[src/include/scp_params.svh]
// register offsets, field positions, reset values and timing counts
`ifndef SCP_PARAMS_SVH
`define SCP_PARAMS_SVH
`define SCP_ADDR_DATA 8'h21
`define SCP_ADDR_CTRL 8'h22
`define SCP_ADDR_CSR 8'h23
`define SCP_CR_IRQEN 7
`define SCP_CR_PEN 6
`define SCP_CR_DIV2 5
`define SCP_CR_CTRL 4
`define SCP_CR_CLK_IDLE_LEVEL 3
`define SCP_CR_CLK_CAPTURE_PHASE 2
`define SCP_SR_DONE 7
`define SCP_SR_WRITE_COLLISION_FLAG 6
`define SCP_SR_OVR 5
`define SCP_SR_FAULT 4
`define SCP_SR_SOD 2
`define SCP_SR_SSM 1
`define SCP_SR_SSI 0
`define SCP_CR_RESET 8'h00
`define SCP_SR_RESET 8'h00
`define SCP_CR_SW_MASK 8'hFF
`define SCP_SR_SW_MASK 8'h07
`define SCP_BITS 4'h8
`define SCP_DIV_W 7
`endif

[src/include/scp_pkg.sv]
// types shared by the serial port
package scp_pkg;
   typedef struct packed {
      logic [7:0] addr;
      logic [7:0] wdata;
      logic wr;
      logic rd;
   } scp_bus_t;
   typedef struct packed {
      logic o;
      logic oe;
   } scp_pin_t;
   typedef enum logic [1:0] {
      ST_IDLE,
      ST_LEAD,
      ST_TRAIL
   } scp_state_t;
endpackage

[src/rtl/scp_core.sv]
// serial peripheral port: registers, clock divider, shifter, pins
`include "scp_params.svh"
`default_nettype none
// Overview of operation
// (RQ1) irq when enabled and done, overrun or fault flag
// (RQ2) port enable resets low, cleared by fault
// (RQ3) controller select drives sck, swaps data pins
// (RQ4) idle level sets resting sck level
// (RQ5) phase picks first or second capture edge
// (RQ6) rate bits divide clock 4 to 128
// (RQ7) rate bits ignored in target mode
// (RQ8) software disables port before idle change
// (RQ9) far target matches idle and phase
// (RQ10) done set at end, csr then data clears
// (RQ11) data writes ignored while done pending
// (RQ12) write during transfer flags collision only
// (RQ13) overrun when byte lands while done set
// (RQ14) fault on low select, csr+ctrl clears
// (RQ15) software writes zero to reserved bit
// (RQ16) output disable gates data output pin
// (RQ17) soft management takes select from bit
// (RQ18) soft level zero means selected
// (RQ19) controller data write starts one byte
// (RQ20) received byte copied to read buffer
// (RQ21) register addresses and reset values
// (RQ22) fault clears enable and controller select
// (RQ23) overrun keeps earlier byte, drops later
// (RQ24) eight bits msb first both ways
module scp_core (
   input wire logic MCLK,
   input wire logic NRST,
   input wire scp_pkg::scp_bus_t BUS,
   output logic [7:0] RDATA,
   output logic IRQ,
   input wire logic SCK_I,
   output logic SCK_O,
   output logic SCK_OE,
   input wire logic MOSI_I,
   output logic MOSI_O,
   output logic MOSI_OE,
   input wire logic MISO_I,
   output logic MISO_O,
   output logic MISO_OE,
   input wire logic SS_N_I
);
   import scp_pkg::*;
   ////////////////////////////////////////////////////////////////////
   // pin synchronisers
   logic [2:0] sync1_ff;
   logic [2:0] sync2_ff;
   logic [2:0] sync3_ff;
   always_ff @(posedge MCLK or negedge NRST) begin
      if (!NRST) begin
         // idle pin levels, so no false clock edge follows reset
         sync1_ff <= 3'h5;
         sync2_ff <= 3'h5;
         sync3_ff <= 3'h5;
      end else begin
         sync1_ff <= {SS_N_I, SCK_I, MOSI_I ^ MISO_I ^ MISO_I};
         sync2_ff <= sync1_ff;
         sync3_ff <= sync2_ff;
      end
   end
   logic [1:0] din1_ff;
   logic [1:0] din2_ff;
   always_ff @(posedge MCLK or negedge NRST) begin
      if (!NRST) begin
         din1_ff <= 2'h0;
         din2_ff <= 2'h0;
      end else begin
         din1_ff <= {MOSI_I, MISO_I};
         din2_ff <= din1_ff;
      end
   end
   ////////////////////////////////////////////////////////////////////
   // registers
   logic [7:0] ctrl_ff;
   logic [2:0] csr_sw_ff;
   logic done_ff;
   logic write_collision_flag_ff;
   logic ovr_ff;
   logic fault_ff;
   logic [7:0] rbuf_ff;
   logic [7:0] shift_ff;
   logic csr_seen_ff;
   logic fault_seen_ff;
   scp_state_t state_ff;
   wire sel_data = (BUS.addr == `SCP_ADDR_DATA);
   wire sel_ctrl = (BUS.addr == `SCP_ADDR_CTRL);
   wire sel_csr = (BUS.addr == `SCP_ADDR_CSR);
   wire wr_data = BUS.wr && sel_data;
   wire wr_ctrl = BUS.wr && sel_ctrl;
   wire wr_csr = BUS.wr && sel_csr;
   wire rd_data = BUS.rd && sel_data;
   wire rd_csr = BUS.rd && sel_csr;
   wire pen = ctrl_ff[`SCP_CR_PEN];
   wire ctl_mode = ctrl_ff[`SCP_CR_CTRL];
   wire clk_idle_level = ctrl_ff[`SCP_CR_CLK_IDLE_LEVEL];
   wire clk_capture_phase = ctrl_ff[`SCP_CR_CLK_CAPTURE_PHASE];
   wire output_disable_bit = csr_sw_ff[`SCP_SR_SOD];
   wire select_soft_mgmt = csr_sw_ff[`SCP_SR_SSM];
   wire select_soft_level = csr_sw_ff[`SCP_SR_SSI];
   // internal select: pin or soft level, low means selected
   wire sel_n = select_soft_mgmt ? select_soft_level : sync2_ff[2]; // RQ17 RQ18
   wire fault_ev = pen && ctl_mode && !sel_n; // RQ14
   wire busy = (state_ff != ST_IDLE);
   // done clear: csr read then data access
   wire done_clr = csr_seen_ff && (rd_data || wr_data); // RQ10
   // writes blocked while done pending and csr not yet read
   wire wr_blocked = done_ff && !csr_seen_ff; // RQ11
   wire wr_ok = wr_data && !wr_blocked && !busy;
   wire write_collision_flag_ev = wr_data && busy; // RQ12
   wire fault_clr = fault_seen_ff && wr_ctrl; // RQ14
   ////////////////////////////////////////////////////////////////////
   // clock divider, controller mode only
   logic [`SCP_DIV_W-1:0] div_ff;
   logic [`SCP_DIV_W-1:0] half;
   always_comb begin
      half = 7'h01;
      case ({ctrl_ff[1], ctrl_ff[0]})
         2'b00: half = ctrl_ff[`SCP_CR_DIV2] ? 7'h02 : 7'h04; // RQ6
         2'b01: half = 7'h08;
         2'b10: half = ctrl_ff[`SCP_CR_DIV2] ? 7'h10 : 7'h20;
         2'b11: half = 7'h40;
         default: half = 7'h01;
      endcase
      if (!ctrl_ff[1] && ctrl_ff[0] && ctrl_ff[`SCP_CR_DIV2]) begin
         half = 7'h08;
      end
   end
   // 1,_,1 is undefined; treated as /16 or /128
   // limitation: at /4 a reply bit through the pin sync lands late
   wire div_end = (div_ff == half - 7'h01);
   wire tick = ctl_mode && busy && div_end; // RQ7
   always_ff @(posedge MCLK or negedge NRST) begin
      if (!NRST) begin
         div_ff <= '0;
      end else if (!busy || !ctl_mode || div_end) begin
         div_ff <= '0;
      end else begin
         div_ff <= div_ff + 7'h01;
      end
   end
   ////////////////////////////////////////////////////////////////////
   // target edge detection
   wire sck_rise = sync2_ff[1] && !sync3_ff[1];
   wire sck_fall = !sync2_ff[1] && sync3_ff[1];
   wire t_edge = !ctl_mode && pen && !sel_n && (sck_rise || sck_fall);
   wire edge_ev = ctl_mode ? tick : t_edge;
   // first transition is leading edge relative to idle level
   wire din = ctl_mode ? din2_ff[0] : din2_ff[1]; // RQ3
   ////////////////////////////////////////////////////////////////////
   // shifter
   logic [3:0] cnt_ff;
   logic sample_ff;
   logic tx_hold_ff;
   logic sck_ff;
   scp_state_t nxt_state;
   logic start;
   assign start = (ctl_mode && wr_ok) ||
                  (!ctl_mode && pen && !sel_n && !busy && t_edge); // RQ19
   wire last = busy && edge_ev && state_ff == ST_TRAIL &&
               cnt_ff == `SCP_BITS - 4'h1;
   wire capture_lead = !clk_capture_phase; // RQ5
   // an idle target takes its first selected edge as the leading one
   wire edge_go = edge_ev && (busy || start);
   wire in_lead = (state_ff != ST_TRAIL);
   wire cap_ev = edge_go && (in_lead == capture_lead); // RQ5
   wire shf_ev = edge_go && (in_lead != capture_lead); // RQ5
   always_comb begin
      nxt_state = state_ff;
      case (state_ff)
         ST_IDLE: if (start) nxt_state = ctl_mode ? ST_LEAD : ST_TRAIL;
         ST_LEAD: if (edge_ev) nxt_state = ST_TRAIL;
         ST_TRAIL: if (edge_ev) nxt_state = last ? ST_IDLE : ST_LEAD;
         default: nxt_state = ST_IDLE;
      endcase
      if (!pen) nxt_state = ST_IDLE;
   end
   always_ff @(posedge MCLK or negedge NRST) begin
      if (!NRST) begin
         state_ff <= ST_IDLE;
      end else begin
         state_ff <= nxt_state;
      end
   end
   always_ff @(posedge MCLK or negedge NRST) begin
      if (!NRST) begin
         cnt_ff <= 4'h0;
      end else if (start) begin
         cnt_ff <= 4'h0;
      end else if (edge_go && !in_lead) begin
         cnt_ff <= cnt_ff + 4'h1;
      end
   end
   always_ff @(posedge MCLK or negedge NRST) begin
      if (!NRST) begin
         sample_ff <= 1'b0;
      end else if (cap_ev) begin
         sample_ff <= din; // RQ24
      end
   end
   always_ff @(posedge MCLK or negedge NRST) begin
      if (!NRST) begin
         shift_ff <= 8'h00;
      end else if (wr_ok) begin
         shift_ff <= BUS.wdata; // RQ19
      end else if (shf_ev) begin
         shift_ff <= {shift_ff[6:0], sample_ff}; // RQ24
      end
   end
   // phase 1: the bit on the wire is held while the shifter moves on
   always_ff @(posedge MCLK or negedge NRST) begin
      if (!NRST) begin
         tx_hold_ff <= 1'b0;
      end else if (shf_ev) begin
         tx_hold_ff <= shift_ff[7];
      end
   end
   // with phase 0 the final shift happens on the last trailing edge
   wire [7:0] rx_byte = capture_lead ? {shift_ff[6:0], sample_ff} :
                        {shift_ff[6:0], din};
   ////////////////////////////////////////////////////////////////////
   // flags and control register
   logic [7:0] nxt_ctrl;
   always_comb begin
      nxt_ctrl = ctrl_ff;
      if (wr_ctrl) begin
         nxt_ctrl = BUS.wdata & `SCP_CR_SW_MASK;
      end
      // enable and controller stay low until the fault is cleared
      if (fault_ev || (wr_ctrl && fault_ff && !fault_clr)) begin
         nxt_ctrl[`SCP_CR_PEN] = 1'b0; // RQ2 RQ22
         nxt_ctrl[`SCP_CR_CTRL] = 1'b0; // RQ3 RQ22
      end
   end
   always_ff @(posedge MCLK or negedge NRST) begin
      if (!NRST) begin
         ctrl_ff <= `SCP_CR_RESET; // RQ21
      end else begin
         ctrl_ff <= nxt_ctrl;
      end
   end
   always_ff @(posedge MCLK or negedge NRST) begin
      if (!NRST) begin
         csr_sw_ff <= 3'h0;
      end else if (wr_csr) begin
         csr_sw_ff <= BUS.wdata[2:0];
      end
   end
   always_ff @(posedge MCLK or negedge NRST) begin
      if (!NRST) begin
         csr_seen_ff <= 1'b0;
      end else if (rd_csr) begin
         csr_seen_ff <= 1'b1;
      end else if (rd_data || wr_data) begin
         csr_seen_ff <= 1'b0;
      end
   end
   // set wins over clear for each flag
   wire rbuf_load = last && (!done_ff || done_clr);
   wire ovr_set = last && done_ff && !done_clr;
   always_ff @(posedge MCLK or negedge NRST) begin
      if (!NRST) begin
         done_ff <= 1'b0;
      end else if (last) begin
         done_ff <= 1'b1; // RQ10
      end else if (done_clr) begin
         done_ff <= 1'b0;
      end
   end
   always_ff @(posedge MCLK or negedge NRST) begin
      if (!NRST) begin
         rbuf_ff <= 8'h00;
      end else if (rbuf_load) begin
         rbuf_ff <= rx_byte; // RQ20 RQ23
      end
   end
   always_ff @(posedge MCLK or negedge NRST) begin
      if (!NRST) begin
         ovr_ff <= 1'b0;
      end else if (ovr_set) begin
         ovr_ff <= 1'b1; // RQ13 RQ23
      end else if (rd_csr) begin
         ovr_ff <= 1'b0;
      end
   end
   always_ff @(posedge MCLK or negedge NRST) begin
      if (!NRST) begin
         write_collision_flag_ff <= 1'b0;
      end else if (write_collision_flag_ev) begin
         write_collision_flag_ff <= 1'b1; // RQ12
      end else if (done_clr) begin
         write_collision_flag_ff <= 1'b0;
      end
   end
   always_ff @(posedge MCLK or negedge NRST) begin
      if (!NRST) begin
         fault_ff <= 1'b0;
      end else if (fault_ev) begin
         fault_ff <= 1'b1; // RQ14
      end else if (fault_clr) begin
         fault_ff <= 1'b0;
      end
   end
   always_ff @(posedge MCLK or negedge NRST) begin
      if (!NRST) begin
         fault_seen_ff <= 1'b0;
      end else if (rd_csr && fault_ff) begin
         fault_seen_ff <= 1'b1;
      end else if (wr_ctrl) begin
         fault_seen_ff <= 1'b0;
      end
   end
   ////////////////////////////////////////////////////////////////////
   // read data, irq and pins
   wire [7:0] csr_val = {done_ff, write_collision_flag_ff, ovr_ff, fault_ff, 1'b0,
                         csr_sw_ff}; // RQ15
   wire [7:0] rd_mux = sel_data ? rbuf_ff :
                       sel_ctrl ? ctrl_ff :
                       sel_csr ? csr_val : 8'h00;
   wire irq_nxt = ctrl_ff[`SCP_CR_IRQEN] &&
                  (done_ff || ovr_ff || fault_ff); // RQ1
   // sck toggles on each tick, rests at idle level
   wire sck_nxt = busy && ctl_mode ? (tick ? !sck_ff : sck_ff) : clk_idle_level;
   wire out_bit = (busy && !capture_lead) ? tx_hold_ff : shift_ff[7];
   wire dout_en = pen && !output_disable_bit; // RQ16
   wire mosi_en = dout_en && ctl_mode; // RQ16
   wire miso_en = dout_en && !ctl_mode && !sel_n; // RQ16
   always_ff @(posedge MCLK or negedge NRST) begin
      if (!NRST) begin
         RDATA <= 8'h00;
         IRQ <= 1'b0;
      end else begin
         RDATA <= BUS.rd ? rd_mux : 8'h00;
         IRQ <= irq_nxt;
      end
   end
   always_ff @(posedge MCLK or negedge NRST) begin
      if (!NRST) begin
         sck_ff <= 1'b0;
         SCK_O <= 1'b0;
         SCK_OE <= 1'b0;
      end else begin
         sck_ff <= sck_nxt; // RQ4
         SCK_O <= sck_nxt;
         SCK_OE <= pen && ctl_mode; // RQ2 RQ3
      end
   end
   always_ff @(posedge MCLK or negedge NRST) begin
      if (!NRST) begin
         MOSI_O <= 1'b0;
         MOSI_OE <= 1'b0;
         MISO_O <= 1'b0;
         MISO_OE <= 1'b0;
      end else begin
         MOSI_O <= out_bit;
         MOSI_OE <= mosi_en;
         MISO_O <= out_bit;
         MISO_OE <= miso_en;
      end
   end
endmodule
`default_nettype wire

[config.mk]
export PLATFORM = sky130hd
export DESIGN_NAME = scp_core
export DESIGN_NICKNAME = d
export VERILOG_FILES = /design/src/include/scp_pkg.sv /design/src/rtl/scp_core.sv
export VERILOG_INCLUDE_DIRS = /design/src /design/src/include
export SDC_FILE = /design/constraint.sdc
export NUM_CORES = 1
export LEC_CHECK = 0
export BUFFER_PORTS_ARGS = -buffer_cell sky130_fd_sc_hd__clkbuf_2
export CORE_MARGIN = 1.5
export CORE_UTILIZATION = 52
export DETAILED_ROUTE_END_ITERATION = 8
export GPL_TIMING_DRIVEN = 0
export PLACE_DENSITY = 0.75
export REMOVE_ABC_BUFFERS = 1
export SYNTH_ARGS = -nofsm -noshare
export SYNTH_HDL_FRONTEND = slang
export SYNTH_SLANG_ARGS = --single-unit
export TNS_END_PERCENT = 50
[constraint.sdc]
create_clock -name MCLK -period 2.91 [get_ports MCLK]
set_input_delay 0.1455 -clock MCLK [delete_from_list [all_inputs] [get_ports MCLK]]
set_output_delay 0.1455 -clock MCLK [all_outputs]
set_load 0.02 [all_outputs]
======== Word-level counts from Yosys, hierarchy flattened ========
Index checks and enable logic that the tools add are counted.
word-level totals
  bits in registers ....................... 74
  latch bits .............................. 0
  RAM bits ................................ 0
  bits in read-only memories .............. 0
  bits of input ports ..................... 24
  output and inout port bits .............. 15
  logic and storage cells ................. 173
  memories kept ........................... 0
cells by class
  add/subtract/negate cells ............... 3
  multipliers ............................. 0
  divide/modulo/power cells ............... 0
  order comparisons ....................... 0
  eq/ne operators ......................... 17
  shift-type cells ........................ 0
  multiplexer cells ....................... 41
  bitwise operators ....................... 2
  reduce and logical (&&, ||, !) cells .... 82
operators by type and width
  operator               number
  $mux W8                6
  $logic_and A1 B1 Y1    44
  $pmux W7 S4            1
  $eq A8 B6 Y1 const B   3
  $mux W1                21
  $mux W7                3
  $reduce_bool A2 Y1     10
  $logic_not A1 Y1       15
  $logic_or A1 B1 Y1     10
  $mux W2                5
  $ne A3 B3 Y1 const B   3
  $mux W4                2
  $add A7 B1 Y7 const B  1
  $eq A7 B7 Y1           1
  $sub A7 B1 Y7 const B  1
  $eq A2 B2 Y1 const B   3
  $mux W6                1
  $pmux W2 S3            1
  $add A4 B1 Y4 const B  1
  $eq A2 B1 Y1 const B   2
  $eq A4 B3 Y1 const B   1
  $logic_not A2 Y1       2
  $ne A2 B2 Y1 const B   2
  $mux W3                1
  other kinds (4)        5

======== Logic depth before layout (Yosys ltp) ========
  depth after elaboration ................. 15
  mapped depth ............................ 11

======== Worst setup path after synthesis ========
OpenSTA, ideal clock, no wires.
  path type ............................... reg2reg
  start point ............................. register ctrl_ff[1]
  end point ............................... register tx_hold_ff
  setup time .............................. 0.128 ns
  arrival ................................. 2.664 ns
  required time ........................... 2.782 ns
  setup slack ............................. 0.119 ns
  stages on the path, launching flop included .. 10
  buffers on the path ..................... 2
  cells stage by stage .................... dfrtp_1 > buf_2 > or3b_1 > ha_1 > xnor2_1 > a311oi_1 > o211ai_1 > o41ai_1 > buf_2 > mux2_1
on the way
  word-level cells in the longest chain between the ends .. 10
  elaborated cells between the ends (all ways) .. 15
  those cells by class .................... add/sub (1); eq/ne (4); mux (3); reduce/logical (7)
ends and longest elaborated chain
  what                                                                 RTL line         text
  from (decl)                                                          scp_core.sv:77   logic [7:0] ctrl_ff;
  from (signal assigned)                                               scp_core.sv:239  ctrl_ff <= `SCP_CR_RESET;
  from (signal assigned)                                               scp_core.sv:241  ctrl_ff <= nxt_ctrl;
  parallel branches: the longest is 3 deep, another holds $pmux W7 S4  --
  $mux W7 (*)                                                          scp_core.sv:127  if (!ctrl_ff[1] && ctrl_ff[0] && ctrl_ff[`SCP_CR_DIV2]) begin
  $sub A7 B1 Y7 (*)                                                    scp_core.sv:133  wire div_end = (div_ff == half - 7'h01);
  $eq A7 B7 Y1 (*)                                                     scp_core.sv:133
  $logic_and A1 B1 Y1 (*)                                              scp_core.sv:134  wire tick = ctl_mode && busy && div_end;
  $mux W1 (*)                                                          scp_core.sv:149  wire edge_ev = ctl_mode ? tick : t_edge;
  $logic_and A1 B1 Y1 (*)                                              scp_core.sv:166  wire edge_go = edge_ev && (busy || start);
  $logic_and A1 B1 Y1 (*)                                              scp_core.sv:169  wire shf_ev = edge_go && (in_lead != capture_lead);
  to (signal assigned)                                                 scp_core.sv:217  tx_hold_ff <= shift_ff[7];
  to (decl)                                                            scp_core.sv:156  logic tx_hold_ff;
Every way passes the cells marked *.
A chain may end at the register's enable or synchronous reset.

======== Worst setup path after layout ========
  start point ............................. register ctrl_ff[0]
  end point ............................... register tx_hold_ff
on the way
  word-level cells in the longest chain between the ends .. 9
  elaborated cells between the ends (all ways) .. 14
  those cells by class .................... add/sub (1); eq/ne (4); mux (3); reduce/logical (6)
ends and longest elaborated chain
  what                                                       RTL line                          text
  $eq A2 B2 Y1, or another cell as far along                 scp_core.sv:120                   case ({ctrl_ff[1], ctrl_ff[0]})
  $pmux W7 S4 / $logic_and A1 B1 Y1 (equally long branches)  scp_core.sv:120, scp_core.sv:127
  $mux W7 (*)                                                scp_core.sv:127
  $sub A7 B1 Y7 (*)                                          scp_core.sv:133
  $eq A7 B7 Y1 (*)                                           scp_core.sv:133
  $logic_and A1 B1 Y1 (*)                                    scp_core.sv:134
  $mux W1 (*)                                                scp_core.sv:149
  $logic_and A1 B1 Y1 (*)                                    scp_core.sv:166
  $logic_and A1 B1 Y1 (*)                                    scp_core.sv:169
Every way passes the cells marked *; elsewhere a longest branch is shown, timed or not.

==> metrics <==
total track usage 23.0%; placed inst area between 0.003 and 0.004 mm²; Worst Path Required roughly 3.2 ns; CP max-delay cell dfrtp_2; crit-path max cell delay around 0.44 ns; H-Tree Depth 3; Final ANT Viol Nets 0; final hold violations 0; final max-slew violation count 0; synth unique cells 54; min-delay src BUS[4]; Area Growth Syn to Fin 21.3%; synthesized area 0.00328 mm²; min Tclk post-route 2.82 ns; CP Max Fanout 6; Starting Density 54.5%; synth warn 0; RR Endpoint tx_hold_ff; Post-synth EDFFs 0; first-pass GRT wire length 11300 µm; crit end category flip-flop; clock sink count 71; fmax 354 MHz; Max-Slew Margin vs Limit 49.2%; Final Cell Area 0.00398 mm²; Syn Area/Cell about 11 µm²; largest net degree at the start of global routing 58; origin of the critical flop-to-flop path ctrl_ff[0]; Die Y-Extent 82.5 µm; DR iter-0 viols ~140; final setup margin 0.0858 ns; TritonCTS clock tree built; LEAKAGE 1.86 nW; CP arrival between 3 and 4 ns; Max Cap Viol 0; hold crit path type in -> reg; hold path endpoint ctrl_ff[2]; fin crit share 97.1%; I/O pin count 39; Worst-path clk slew about 0.080 ns; dpl ws -0.523 ns; total CTS buffers 9; Sequential Area 0.00178 mm²; async set or reset register ratio after synthesis 100%; Multi-input gate area 0.00148 mm²; share of layout cells above drive strength 1 27.2%; Vias/cell 5.58; Post-Route WL 7160 µm; antenna violations before repair 0; status completed; R2R Setup Slk ~0.086 ns; dominant register cell in the synthesized netlist dfrtp_1; core footprint ~0.0060 mm²; VDD IR max 0.368 mV; port bufs 38; Final setup viols 0; Final Power between 2 and 2.5 mW; Worst setup SP type flip-flop; Seq/Total Area, Yosys 54.2%; drt drc 0; DP HPWL 4690 µm; crit path cell chain or3b_4 -> ha_4 -> xnor2_1 -> a311oi_2 -> o211ai_1 -> buf_4 -> o41ai_4 -> buf_6 -> mux2_1; std cell rows 28; Layout Utilization 66.1%; worst reg-to-reg path cell count 9; clk buf depth 2; CTS root buf clkbuf_8; DR WL/cell roughly 17 µm; Die Footprint 0.00680 mm²; grt ovf 0; worst slew pin tran 0.761 ns; vias in the first global route about 2400; detailed-router iteration count before antenna repair 5; Clock Latency Late Sink 0.36 ns; Die W 82.5 µm; Hold Path Stages 3; Layout fillers about 470; Yosys reg bits 71; Power Density 547 mW/mm²; GPL Wtd Cong 0.842; Nets 379; Hold Slack 0.0210 ns; n_diodes 0; skew final 0.00902 ns; kind of critical path reg -> reg; Synth Instances 297; Vias ~2400
[metrics by stage]
| stage | std cells | setup TNS (ns) |
|---|---|---|
| after detailed placement | 399 | -4.92 |
| after global placement | 397 | -14.59 |
| after global routing | 432 | -0.0457 |
| after floorplan | 284 | -7.08 |
| after CTS | 425 | 0 |
| final | 432 | 0 |
[report_power, final]
part	leakage (nW)	internal, mW	switching (mW)
Sequential	0.885	1.03	0.0364
Clock	0.112	0.527	0.384
Combinational	0.868	0.0931	0.111
Total	1.86	1.65	0.531
[layer usage]
layer	share of wire, %	global-route usage [%]
met1	44	30.8
met2	49	36.5
met3	6.1	6.70
met4	0.71	6.27
met5	0	0
[critical path: cells and delay by family (launching register included)]
family,cells,cell delay (ns)
AO/OA/AOI/OAI,3,0.79
XOR/XNOR,1,0.13
adder cells (fa/ha/maj),1,0.22
buffers and inverters,2,0.37
flip-flops,1,0.44
multiplexers,1,0.32
AND/OR/NAND/NOR,1,0.43
[final cells by class]
cell class | instances | share of cell area [%]
timing repair buffer | 57 | 9.46
tap | 75 | 2.36
clock inverter | 5 | 2.01
multi-input combinational | 208 | 37.1
clock buffer | 11 | 3.80
sequential | 71 | 44.8
inverter | 5 | 0.471
[flip-flops by register name, summed over array words and instances (netlist names), 2 cells and up]
| signal | flops |
|---|---|
| csr_sw_ff | 3 |
| cnt_ff | 4 |
| state_ff | 2 |
| ctrl_ff | 8 |
| din1_ff | 2 |
| din2_ff | 2 |
| RDATA | 8 |
| div_ff | 7 |
| rbuf_ff | 8 |
| sync2_ff | 2 |
| sync1_ff | 2 |
| shift_ff | 8 |
[placed cells by master (no fill, tap or decap), types with 9 or more instances in the layout]
master	n
a21oi_1	16
buf_4	10
clkbuf_2	37
clkbuf_8	11
dfrtp_1	66
mux2_4	9
mux2i_1	11
nand2_1	34
nor2_1	34
xnor2_1	10
[logic make-up after synthesis]
| group | count (synthesis) | synth area share [%] |
|---|---|---|
| fa+ha+maj | 3 | 1.14 |
| compound gates | 51 | 10.4 |
| xor+xnor | 13 | 3.47 |
| simple gates | 110 | 17.2 |
| flops | 71 | 54.2 |
| mux | 31 | 11.2 |
| buf+inv | 18 | 2.29 |
[synthesized netlist by cell type (3+ instances only)]
library cell  count  area (µm²)
buf_2             3        15.0
nand2b_1          6        37.5
xor2_1            3        26.3
dfrtp_1          69        1730
nand4_1           3        18.8
inv_1             5        18.8
nand2_1          35         131
mux2_1            4        45.0
xnor2_1          10        87.6
mux2_2            7        78.8
o21ai_0           6        30.0
and4_1            3        26.3
ha_1              3        37.5
a21o_1            3        22.5
a21oi_1          16        80.1
mux2i_1          11         110
clkbuf_1          8        30.0
nand3_1           5        25.0
a22oi_1           7        52.6
nor2_1           35         131
nor2b_1           5        31.3
mux2_4            9         135
[worst max path at each step]
stage,startpoint,endpoint,slack (ns),depth (start not counted)
6_report,ctrl_ff[0],tx_hold_ff,0.09,9
5_1_grt,ctrl_ff[0],tx_hold_ff,-0.01,9
4_1_cts,ctrl_ff[1],tx_hold_ff,0.01,9
3_5_place_dp,ctrl_ff[1],tx_hold_ff,-0.52,8
3_3_place_gp,ctrl_ff[1],shift_ff[6],-1.63,8
2_1_floorplan,ctrl_ff[1],tx_hold_ff,-0.79,7
[what timing repair did]
| item | CTS | global route |
|---|---|---|
| setup endpoints to repair | 17 | 10 |
| setup buffers | 3 | 7 |
| pin swaps | 3 | 8 |
| resized for setup | 2 | 9 |
| hold buffers | 7 | 0 |
| hold endpoints to repair | 20 | 0 |
(Power assumes the default switching activity.)
